$ cat config.mk
export PLATFORM = sky130hd
export DESIGN_NAME = inertia_motor_step_control
export DESIGN_NICKNAME = d
export VERILOG_FILES = /design/src/rtl/inertia_motor_pkg.sv /design/src/rtl/phase_accum.sv /design/src/rtl/inertia_motor_step_control.sv
export SDC_FILE = /design/constraint.sdc
export NUM_CORES = 2
export LEC_CHECK = 0
export BUFFER_PORTS_ARGS = -buffer_cell sky130_fd_sc_hd__buf_2
export CORE_MARGIN = 3
export CORE_UTILIZATION = 40
export CTS_CLUSTER_DIAMETER = 120
export DETAILED_ROUTE_END_ITERATION = 8
export GPL_TIMING_DRIVEN = 0
export PLACE_DENSITY = 0.66
export SYNTH_ARGS = -nofsm -noshare
export SYNTH_HDL_FRONTEND = slang
export SYNTH_SLANG_ARGS = --single-unit
$ cat constraint.sdc
create_clock -name sys_clk -period 14.2 [get_ports sys_clk]
set_input_delay 1.42 -clock sys_clk [delete_from_list [all_inputs] [get_ports sys_clk]]
set_output_delay 1.42 -clock sys_clk [all_outputs]
set_load 0.01 [all_outputs]
$ cat src/rtl/inertia_motor_pkg.sv
// Shared constants, settings layout and motion states for the inertia motor
// step controller. Assumes a single 40 MHz system clock.
package inertia_motor_pkg;

  // System clock rate in hertz.
  localparam int unsigned CLK_HZ = 40_000_000;
  localparam int unsigned CLK_KHZ = CLK_HZ / 1000;

  // Field widths.
  localparam int unsigned VEL_W = 11;
  localparam int unsigned ACC_W = 17;
  localparam int unsigned VOLT_W = 7;
  localparam int unsigned POS_W = 32;
  localparam int unsigned POT_W = 8;
  localparam int unsigned PHASE_W = 27;
  localparam int unsigned CNT_W = 27;

  // Legal ranges of the programmable settings.
  localparam logic [16:0] VEL_MIN = 17'h00001;
  localparam logic [16:0] VEL_MAX = 17'h007D0;
  localparam logic [16:0] ACC_MIN = 17'h00001;
  localparam logic [16:0] ACC_MAX = 17'h186A0;
  localparam logic [16:0] VOLT_MIN = 17'h00055;
  localparam logic [16:0] VOLT_MAX = 17'h0007D;
  localparam logic [16:0] JOG_STEP_MIN = 17'h00001;
  localparam logic [16:0] JOG_STEP_MAX = 17'h007D0;

  // Pot deflection is scaled by full scale 2^POT_SHIFT.
  localparam int unsigned POT_SHIFT = 7;

  // Times in milliseconds and the cycle counts derived from them.
  localparam int unsigned HOLD_MS = 2000;
  localparam int unsigned IDENT_MS = 1000;
  localparam int unsigned BLINK_MS = 125;
  localparam int unsigned HOLD_CYCLES = HOLD_MS * CLK_KHZ;
  localparam int unsigned IDENT_CYCLES = IDENT_MS * CLK_KHZ;
  localparam int unsigned BLINK_CYCLES = BLINK_MS * CLK_KHZ;

  // Persistable settings, as loaded by the host or restored from storage.
  typedef struct packed {
    logic [VEL_W-1:0] moveVel;
    logic [ACC_W-1:0] moveAcc;
    logic [VOLT_W-1:0] peakVolt;
    logic jogContinuous;
    logic [VEL_W-1:0] jogStep;
    logic [VEL_W-1:0] jogVel;
    logic [ACC_W-1:0] jogAcc;
    logic keyTargetMode;
    logic signed [POS_W-1:0] topPos;
    logic signed [POS_W-1:0] bottomPos;
    logic [VEL_W-1:0] potMaxVel;
  } settings_t;

  // Settings in force after reset until storage or host supplies others.
  localparam settings_t DEF_SETTINGS = '{
    moveVel: 11'h1F4, moveAcc: 17'h186A0, peakVolt: 7'h6E,
    jogContinuous: 1'b0, jogStep: 11'h0FA, jogVel: 11'h1F4,
    jogAcc: 17'h186A0, keyTargetMode: 1'b0, topPos: 32'h00000000,
    bottomPos: 32'h00000000, potMaxVel: 11'h3E8};

  typedef enum logic [1:0] {
    MOT_IDLE = 2'b00,
    MOT_TARGET = 2'b01,
    MOT_FREE = 2'b10
  } motion_t;

  // Holds a value inside an inclusive range.
  function automatic logic [16:0] limit(logic [16:0] v, logic [16:0] lo, logic [16:0] hi);
    limit = (v < lo) ? lo : ((v > hi) ? hi : v);
  endfunction

  // Forces every ranged field of a settings word into its legal range.
  function automatic settings_t clamp_settings(settings_t c);
    settings_t r;
    r = c;
    r.moveVel = VEL_W'(limit(17'(c.moveVel), VEL_MIN, VEL_MAX));
    r.moveAcc = limit(c.moveAcc, ACC_MIN, ACC_MAX);
    r.peakVolt = VOLT_W'(limit(17'(c.peakVolt), VOLT_MIN, VOLT_MAX));
    r.jogStep = VEL_W'(limit(17'(c.jogStep), JOG_STEP_MIN, JOG_STEP_MAX));
    r.jogVel = VEL_W'(limit(17'(c.jogVel), VEL_MIN, VEL_MAX));
    r.jogAcc = limit(c.jogAcc, ACC_MIN, ACC_MAX);
    r.potMaxVel = VEL_W'(limit(17'(c.potMaxVel), VEL_MIN, VEL_MAX));
    return r;
  endfunction

endpackage

$ cat src/rtl/phase_accum.sv
// Phase accumulator: adds a rate each clock and ticks once per CLK_HZ of sum,
// so the tick rate in hertz equals the increment. Assumes one clock domain.
`timescale 1ns/10ps
`default_nettype none
module phase_accum (
  input wire logic sys_clk, // System clock.
  input wire logic reset_n, // Asynchronous reset, active low.
  input wire logic clear, // Restarts the phase from CLK_HZ - 2.
  input wire logic [inertia_motor_pkg::ACC_W-1:0] increment, // Rate in events per second.
  output logic tick // One-cycle event pulse.
);

  typedef struct packed {
    logic [inertia_motor_pkg::PHASE_W-1:0] phase;
  } accum_t;

  accum_t s;
  accum_t next_s;
  logic [inertia_motor_pkg::PHASE_W-1:0] sum;

  ////////////////////////////////////////////////////////////////////////////
  // The wrap is exact, so the long-run rate carries no rounding drift.
  always_comb
  begin
    sum = s.phase + inertia_motor_pkg::PHASE_W'(increment);
    tick = !clear && (sum >= inertia_motor_pkg::PHASE_W'(inertia_motor_pkg::CLK_HZ));
    next_s = s;
    // Preloaded so a run's first tick comes two clocks after it starts at an increment of 1, one clock at 2 or more.
    if (clear)
      next_s.phase = inertia_motor_pkg::PHASE_W'(inertia_motor_pkg::CLK_HZ - 2);
    else if (tick)
      next_s.phase = sum - inertia_motor_pkg::PHASE_W'(inertia_motor_pkg::CLK_HZ);
    else
      next_s.phase = sum;
  end

  // State register.
  always_ff @(posedge sys_clk or negedge reset_n)
  begin
    if (!reset_n)
      s <= '0;
    else
      s <= next_s;
  end

endmodule
`default_nettype wire

$ cat src/rtl/inertia_motor_step_control.sv
// Step controller for one piezo inertia motor channel: ramps, position count,
// moves, jogs, panel buttons, pot, identify and settings storage.
// Assumes all inputs are synchronous to sys_clk and storage answers nvReady.
//
// Summary of operation
// - Zero clears the position count where the motor now stands.
// - Stop ends all stepping, cancelling any move or jog.
// - Moving indicator is high while a move, jog or pot run is in progress.
// - Move velocity programmable from 1 to 2000 steps per second.
// - Move acceleration 1 to 100000 steps/s/s; rate ramps up to velocity.
// - Each step is a ramp up to peak drive then a fast fall.
// - Peak drive setting is held between 85 and 125 volts.
// - Increment jog moves jog step count; repeats while request held.
// - Continuous jog accelerates to jog rate and runs while held.
// - Jog increment programmable from 1 to 2000 pulses.
// - Jog velocity and acceleration have their own ranged settings.
// - Host moves and target-mode buttons use move velocity and acceleration.
// - In jog button mode a button press jogs with jog settings.
// - In target mode each button drives to its own stored position.
// - Both buttons held two seconds clears the position count.
// - Pot centred stays still; deflection sets direction and speed.
// - Pot full-deflection rate programmable from 1 to 2000 pulses/s.
// - Save request stores settings; they are restored at power-up.
// - Host-loaded settings replace any restored ones.
// - Only an enabled channel drives; its indicator shows the enable.
// - Identify blinks the channel indicator for a fixed time.
// - Active shows fault-free running; error shows a detected fault.
`timescale 1ns/10ps
`default_nettype none
module inertia_motor_step_control #(
  parameter int unsigned HOLD_CYCLES = inertia_motor_pkg::HOLD_CYCLES,
  parameter int unsigned IDENT_CYCLES = inertia_motor_pkg::IDENT_CYCLES,
  parameter int unsigned BLINK_CYCLES = inertia_motor_pkg::BLINK_CYCLES
) (
  input wire logic sys_clk, // System clock, 40 MHz.
  input wire logic reset_n, // Asynchronous reset, active low.
  input wire logic chanEnable, // Channel drive enable.
  input wire logic faultIn, // Fault detected by the drive stage.
  input wire inertia_motor_pkg::settings_t hostSettings, // Settings from host.
  input wire logic hostLoad, // Pulse: apply hostSettings.
  input wire logic saveToNonvolatile, // Pulse: store current settings.
  input wire inertia_motor_pkg::settings_t nvRestore, // Settings read from storage.
  input wire logic nvReady, // Storage has valid settings.
  input wire logic zeroCmd, // Pulse: zero the position count.
  input wire logic stopCmd, // Pulse: halt motion.
  input wire logic moveCmd, // Pulse: absolute move to moveTarget.
  input wire logic signed [31:0] moveTarget, // Absolute target in steps.
  input wire logic jogFwd, // Host jog forward, held level.
  input wire logic jogRev, // Host jog reverse, held level.
  input wire logic identifyCmd, // Pulse: blink the channel indicator.
  input wire logic btnTop, // Top panel button, high while pressed.
  input wire logic btnBottom, // Bottom panel button, high while pressed.
  input wire logic signed [7:0] potDeflection, // Pot position, zero at centre.
  output logic [6:0] driveLevel, // Sawtooth drive level in volts.
  output logic stepDir, // Direction of the last step, high forward.
  output logic signed [31:0] position, // Position count in steps.
  output logic moving, // High while steps are produced.
  output logic activeLed, // Running without fault.
  output logic errorLed, // Fault present.
  output logic chanLed, // Channel indicator.
  output logic nvWrite, // Pulse: write nvData to storage.
  output inertia_motor_pkg::settings_t nvData // Settings to store.
);

  ////////////////////////////////////////////////////////////////////////////
  // State of the controller.
  typedef struct packed {
    inertia_motor_pkg::motion_t mot;
    logic booted;
    inertia_motor_pkg::settings_t cfg;
    logic signed [31:0] pos;
    logic signed [31:0] target;
    logic dir;
    logic useJog;
    logic potMode;
    logic [10:0] curVel;
    logic ramp;
    logic [6:0] level;
    logic moving;
    logic activeLed;
    logic errorLed;
    logic chanLed;
    logic nvWrite;
    logic [26:0] identCnt;
    logic [26:0] blinkCnt;
    logic blink;
    logic [26:0] holdCnt;
    logic holdDone;
    logic [1:0] btnPrev;
  } ctrl_t;

  localparam ctrl_t RESET_STATE = '{
    mot: inertia_motor_pkg::MOT_IDLE, booted: 1'b0,
    cfg: inertia_motor_pkg::DEF_SETTINGS, pos: 32'h00000000,
    target: 32'h00000000, dir: 1'b1, useJog: 1'b0, potMode: 1'b0,
    curVel: 11'h000, ramp: 1'b0, level: 7'h00, moving: 1'b0,
    activeLed: 1'b0, errorLed: 1'b0, chanLed: 1'b0, nvWrite: 1'b0,
    identCnt: 27'h0000000, blinkCnt: 27'h0000000, blink: 1'b0,
    holdCnt: 27'h0000000, holdDone: 1'b0, btnPrev: 2'h0};

  ctrl_t s;
  ctrl_t next_s;

  logic [32:0] diff;
  logic [32:0] remDist;
  logic [16:0] accNow;
  logic [10:0] limitVel;
  logic [7:0] potMag;
  logic [18:0] potProd;
  logic [10:0] potVel;
  logic [63:0] velSq;
  logic [63:0] brakeDist;
  logic brake;
  logic stepTick;
  logic accelTick;
  logic halt;
  logic zeroNow;
  logic fwdHeld;
  logic revHeld;
  logic topEdge;
  logic bottomEdge;
  logic atTarget;
  logic idleNow;

  ////////////////////////////////////////////////////////////////////////////
  // Step and acceleration timing, both as exact phase accumulators.
  assign idleNow = (s.mot == inertia_motor_pkg::MOT_IDLE);

  phase_accum stepGen (
    .sys_clk(sys_clk),
    .reset_n(reset_n),
    .clear(idleNow),
    .increment(17'(s.curVel)),
    .tick(stepTick)
  );

  phase_accum accelGen (
    .sys_clk(sys_clk),
    .reset_n(reset_n),
    .clear(idleNow),
    .increment(accNow),
    .tick(accelTick)
  );

  ////////////////////////////////////////////////////////////////////////////
  // Derived values: distance left, active profile and pot speed.
  always_comb
  begin
    diff = {s.target[31], s.target} - {s.pos[31], s.pos};
    remDist = diff[32] ? (33'h000000000 - diff) : diff;
    atTarget = (remDist == 33'h000000000);
    // Jogs run on their own profile, host and target moves on the move one.
    accNow = s.useJog ? s.cfg.jogAcc : s.cfg.moveAcc;
    // Pot magnitude; -128 maps to 128, which is full scale.
    potMag = potDeflection[7] ? (8'h00 - potDeflection) : potDeflection;
    potProd = 19'(s.cfg.potMaxVel) * 19'(potMag);
    potVel = potProd[17:7];
    if (s.mot == inertia_motor_pkg::MOT_FREE)
      limitVel = s.potMode ? potVel : s.cfg.jogVel;
    else
      limitVel = s.useJog ? s.cfg.jogVel : s.cfg.moveVel;
    // Brake once v^2 reaches 2*a*d, the distance needed to stop at the target.
    velSq = 64'(s.curVel) * 64'(s.curVel);
    brakeDist = 64'(accNow) * 64'(remDist) * 64'h0000000000000002;
    brake = (s.mot == inertia_motor_pkg::MOT_TARGET) && (velSq >= brakeDist);
  end

  // Request decoding from host, buttons and faults.
  always_comb
  begin
    halt = stopCmd || faultIn || !chanEnable;
    zeroNow = zeroCmd || (btnTop && btnBottom && !s.holdDone
      && (s.holdCnt == 27'(HOLD_CYCLES - 1)));
    // Buttons jog only in jog mode and only when pressed alone.
    fwdHeld = jogFwd || (!s.cfg.keyTargetMode && btnTop && !btnBottom);
    revHeld = jogRev || (!s.cfg.keyTargetMode && btnBottom && !btnTop);
    topEdge = s.cfg.keyTargetMode && btnTop && !btnBottom && !s.btnPrev[1];
    bottomEdge = s.cfg.keyTargetMode && btnBottom && !btnTop && !s.btnPrev[0];
  end

  ////////////////////////////////////////////////////////////////////////////
  // Next-state logic for the whole controller.
  always_comb
  begin
    next_s = s;
    next_s.nvWrite = 1'b0;
    next_s.btnPrev = {btnTop, btnBottom};

    // Settings: restore once after power-up, host load always wins.
    if (!s.booted && nvReady)
    begin
      next_s.cfg = inertia_motor_pkg::clamp_settings(nvRestore);
      next_s.booted = 1'b1;
    end
    if (hostLoad)
    begin
      next_s.cfg = inertia_motor_pkg::clamp_settings(hostSettings);
      next_s.booted = 1'b1;
    end
    // The stored word is the live settings register, so it is always current.
    if (saveToNonvolatile)
      next_s.nvWrite = 1'b1;

    // Motion sequencing.
    case (s.mot)
      inertia_motor_pkg::MOT_IDLE:
      begin
        next_s.curVel = 11'h001;
        if (moveCmd)
        begin
          next_s.target = moveTarget;
          next_s.useJog = 1'b0;
          next_s.mot = inertia_motor_pkg::MOT_TARGET;
        end
        else if (topEdge || bottomEdge)
        begin
          next_s.target = topEdge ? s.cfg.topPos : s.cfg.bottomPos;
          next_s.useJog = 1'b0;
          next_s.mot = inertia_motor_pkg::MOT_TARGET;
        end
        else if (fwdHeld != revHeld)
        begin
          next_s.useJog = 1'b1;
          next_s.potMode = 1'b0;
          next_s.dir = fwdHeld;
          if (s.cfg.jogContinuous)
            next_s.mot = inertia_motor_pkg::MOT_FREE;
          else
          begin
            next_s.target = fwdHeld ? (s.pos + 32'(s.cfg.jogStep))
                                    : (s.pos - 32'(s.cfg.jogStep));
            next_s.mot = inertia_motor_pkg::MOT_TARGET;
          end
        end
        else if (potVel != 11'h000)
        begin
          next_s.useJog = 1'b0;
          next_s.potMode = 1'b1;
          next_s.dir = !potDeflection[7];
          next_s.mot = inertia_motor_pkg::MOT_FREE;
        end
      end
      inertia_motor_pkg::MOT_TARGET:
      begin
        // A new host move retargets on the fly from the present speed.
        if (moveCmd)
        begin
          next_s.target = moveTarget;
          next_s.useJog = 1'b0;
        end
        else if (atTarget)
        begin
          if (s.useJog && !s.cfg.jogContinuous && (s.dir ? fwdHeld : revHeld))
          begin
            next_s.target = s.dir ? (s.pos + 32'(s.cfg.jogStep))
                                  : (s.pos - 32'(s.cfg.jogStep));
            next_s.curVel = 11'h001;
          end
          else
            next_s.mot = inertia_motor_pkg::MOT_IDLE;
        end
        else
          next_s.dir = !diff[32];
      end
      inertia_motor_pkg::MOT_FREE:
      begin
        if (s.potMode)
        begin
          // Slider back at centre or swung past it ends this run.
          if ((potVel == 11'h000) || (potDeflection[7] == s.dir))
            next_s.mot = inertia_motor_pkg::MOT_IDLE;
        end
        else if (!(s.dir ? fwdHeld : revHeld))
          next_s.mot = inertia_motor_pkg::MOT_IDLE;
      end
      default:
        next_s.mot = inertia_motor_pkg::MOT_IDLE;
    endcase

    // Velocity ramp, one step/s per acceleration tick.
    if (!idleNow && accelTick)
    begin
      if (brake)
      begin
        if (s.curVel > 11'h001)
          next_s.curVel = s.curVel - 11'h001;
      end
      else if (s.curVel < limitVel)
        next_s.curVel = s.curVel + 11'h001;
      else if (s.curVel > limitVel)
        next_s.curVel = s.curVel - 11'h001;
    end

    // Issue a step and follow it in the position count.
    if (!idleNow && stepTick && !(s.mot == inertia_motor_pkg::MOT_TARGET && atTarget))
    begin
      next_s.pos = s.dir ? (s.pos + 32'h00000001) : (s.pos - 32'h00000001);
      next_s.ramp = 1'b1;
      next_s.level = 7'h00;
    end
    else if (s.ramp)
    begin
      // Rise one volt a clock, then drop to zero in a single clock.
      if (s.level >= s.cfg.peakVolt)
      begin
        next_s.ramp = 1'b0;
        next_s.level = 7'h00;
      end
      else
        next_s.level = s.level + 7'h01;
    end

    // Stop, fault and disable override all motion requests.
    if (halt)
    begin
      next_s.mot = inertia_motor_pkg::MOT_IDLE;
      next_s.ramp = 1'b0;
      next_s.level = 7'h00;
    end

    // Zero is applied last so it wins over a step in the same cycle.
    if (zeroNow)
      next_s.pos = 32'h00000000;

    // Both-button hold timer; it fires once per hold.
    if (btnTop && btnBottom)
    begin
      if (s.holdCnt == 27'(HOLD_CYCLES - 1))
        next_s.holdDone = 1'b1;
      else if (!s.holdDone)
        next_s.holdCnt = s.holdCnt + 27'h0000001;
    end
    else
    begin
      next_s.holdCnt = 27'h0000000;
      next_s.holdDone = 1'b0;
    end

    // Identify blink window.
    if (identifyCmd)
    begin
      next_s.identCnt = 27'(IDENT_CYCLES);
      next_s.blinkCnt = 27'h0000000;
      next_s.blink = 1'b0;
    end
    else if (s.identCnt != 27'h0000000)
    begin
      next_s.identCnt = s.identCnt - 27'h0000001;
      if (s.blinkCnt == 27'(BLINK_CYCLES - 1))
      begin
        next_s.blinkCnt = 27'h0000000;
        next_s.blink = !s.blink;
      end
      else
        next_s.blinkCnt = s.blinkCnt + 27'h0000001;
    end

    // Indicators, registered so every output comes from a flip-flop.
    next_s.moving = (next_s.mot != inertia_motor_pkg::MOT_IDLE);
    next_s.activeLed = !faultIn;
    next_s.errorLed = faultIn;
    next_s.chanLed = chanEnable && ((next_s.identCnt == 27'h0000000) || next_s.blink);
  end

  // State register.
  always_ff @(posedge sys_clk or negedge reset_n)
  begin
    if (!reset_n)
      s <= RESET_STATE;
    else
      s <= next_s;
  end

  ////////////////////////////////////////////////////////////////////////////
  // Outputs straight from the state register.
  assign driveLevel = s.level;
  assign stepDir = s.dir;
  assign position = s.pos;
  assign moving = s.moving;
  assign activeLed = s.activeLed;
  assign errorLed = s.errorLed;
  assign chanLed = s.chanLed;
  assign nvWrite = s.nvWrite;
  assign nvData = s.cfg;

endmodule
`default_nettype wire

==> out/metrics.cfg <==
[floorplanning]
die_area_um2=144000
pin_count=553
die_h_um=379
coreArea_um2=138000
die_w_um=379
initial_core_util_pct=40.4
row_count=136

[setup_path]
r2r_start=s[110]
crit_type=reg -> reg
cp.arrival_ns=14.06
cp_max_fo=10
cp_top_family=adder cells
r2r_slack_ns=0.65
cpMaxStageDelayCell=mux2i_1
path_common_cell=fa_1
worst_r2r_path_depth=39
r2r-end=s[106]
critical_path_required_ns=14.71
end_kind=flip-flop
cpPeakStageDelay_ns=0.91
startpoint_type=flip-flop
crit_buf_inv=10

[sta]
setup_tns_ns=0
fin_worst_skew_ns=0.0429
tightest_slew_ns=1.35
hold_violations=0
report.final.setup_viol=0
report.final.slew_viol_count=0
clock.fmax_ghz=0.0738
whs_ns=0.486
min_period_ns=13.55
postLayoutSetupSlackWorst_ns=0.646
fin_crit_sh_pct=95.5
relSlewSlack_pct=7.57

[clock_tree]
clkTransAtPathRegs_ns=0.07
cts_inserted_buffers=46
cts_tree=done
cts-root-buf=clkbuf_16
ctsHoldBuffers=0
clock_path_buffers=3
ctsHtreeMaxLevel=2
insertion_delay_ns=0.61
cts.sinks=384

[status]
outcome=finished, final reports clean

[route]
drc=0
routed_wirelength_um=222000
drtAntennaViolNets=0
via_per_inst=5.64
num_vias=52679
first_pass_iters=6
post_drt_wl_per_cell_um=23.7
drt_iter0_markers=4768

[global_routing]
grt_pass1_wl_um=330000
grt_overflow=0
grt.total_usage_pct=30.3
grt_pass1_vias=52426
antenna_found_initial=34
grt_max_degree=115

[worst_hold_path]
hold_path.startpoint=s[327]
min_path_type=reg -> reg
worstHoldPathCells=1
hold_end=s[327]

[placement]
dp_slack_ns=-1.85
io_buffers=549
gp_congestion=0.993
dp_hpwl_um=185000

[yosys]
ys_seq_area_share_pct=17.3
synthArstFlopShare_pct=100
synth_area_um2=55800
syn-instance-count=6811
postSynthAreaPerCell_um2=8.19
synthFlopType=dfrtp_1
ys_warn_count=0
synth_edf_count=0
yosysUniqueCellTypes=110
synth_nets=8126
yosys_register_bits=384

[final_layout]
drive_gt1_share_pct=13.9
fillerInstances=13714
post-route-util_pct=45.7
nets=8737
final_cell_mix=nand2_1, inv_1, nor2_1
syn2layout_area_growth_pct=13.1
mostFrequentLayoutCell=nand2_1

[run]
drv_cap=0

## cell usage after synthesis (all sizes together), types with 74 or more instances
master / count / area, um2
inv: 790 / 2970
mux2i: 163 / 1630
dfrtp: 342 / 8560
fa: 585 / 11700
nor3: 108 / 551
buf: 238 / 1660
nor2b: 75 / 477
nand4: 74 / 484
ha: 373 / 4670
o21ai: 366 / 1850
nor4: 75 / 475
nor2: 686 / 2570
and2: 128 / 801
a21oi: 290 / 1480
clkbuf: 253 / 950
nand2: 871 / 3270
xor2: 102 / 901
nand3: 100 / 500
xnor2: 222 / 1970
## flip-flops by register name, summed over array words and instances, names as in the netlist
register	count
accelGen.s	27
activeLed	1
chanLed	1
driveLevel	7
errorLed	1
moving	1
nvData	151
nvWrite	1
position	32
s	134
stepDir	1
stepGen.s	27
## cell families after synthesis
logic type / count (synthesis) / synth area share (%)
AND/OR/NAND/NOR: 2441 / 20.4
AO/OA/AOI/OAI: 1246 / 14.6
multiplexers: 173 / 3.13
flip-flops: 384 / 17.3
adder cells (fa/ha/maj): 958 / 29.4
buffers and inverters: 1285 / 10.0
XOR/XNOR: 324 / 5.14
## layer usage
layer | vias up | wire (um) | track usage (%)
met5 | - | 48 | 0
met4 | 8 | 14000 | 16.1
met2 | 2313 | 101000 | 48.8
met3 | 511 | 16900 | 4.91
met1 | 26017 | 89700 | 39.0
li1 | 23830 | - | -
## repair_timing
action	4_1_cts	5_1_grt
pin swaps	1	1
resized for setup	30	40
setup buffers	2	3
setup endpoints to repair	11	11
## per-stage QoR
stage          cells  instance area [um2]
4_1_cts         9321                62800
3_3_place_gp    9223                60800
5_1_grt         9334                63000
6_report        9341                63000
3_5_place_dp    9237                61100
2_1_floorplan   6811                55800
## worst max-delay path by stage
stage	cells after the start	end	startpoint	slack [ns]
after global routing	48	s[106]	position[5]	-0.02
after global placement	48	s[100]	position[17]	-1.80
final	39	s[106]	s[110]	0.65
after floorplan	51	s[106]	position[14]	2.28
after detailed placement	49	s[106]	position[17]	-1.85
after CTS	51	s[106]	position[19]	0.09
## area by class of cell
class	instances	area (um2)	share of cell area, %
plain buffers	486	2620	4.15
inverters	794	2980	4.73
flip-flops and latches	384	9670	15.3
multi-input cells	5142	40800	64.7
clock buffers	63	1320	2.09
well taps	1863	2330	3.70
diodes	20	50.0	0.0794
repair buffers	568	3010	4.78
clock inverters	21	260	0.413
Power is not shown: default switching activity piles up to over one toggle a cycle in this logic, so the estimate is an artifact.
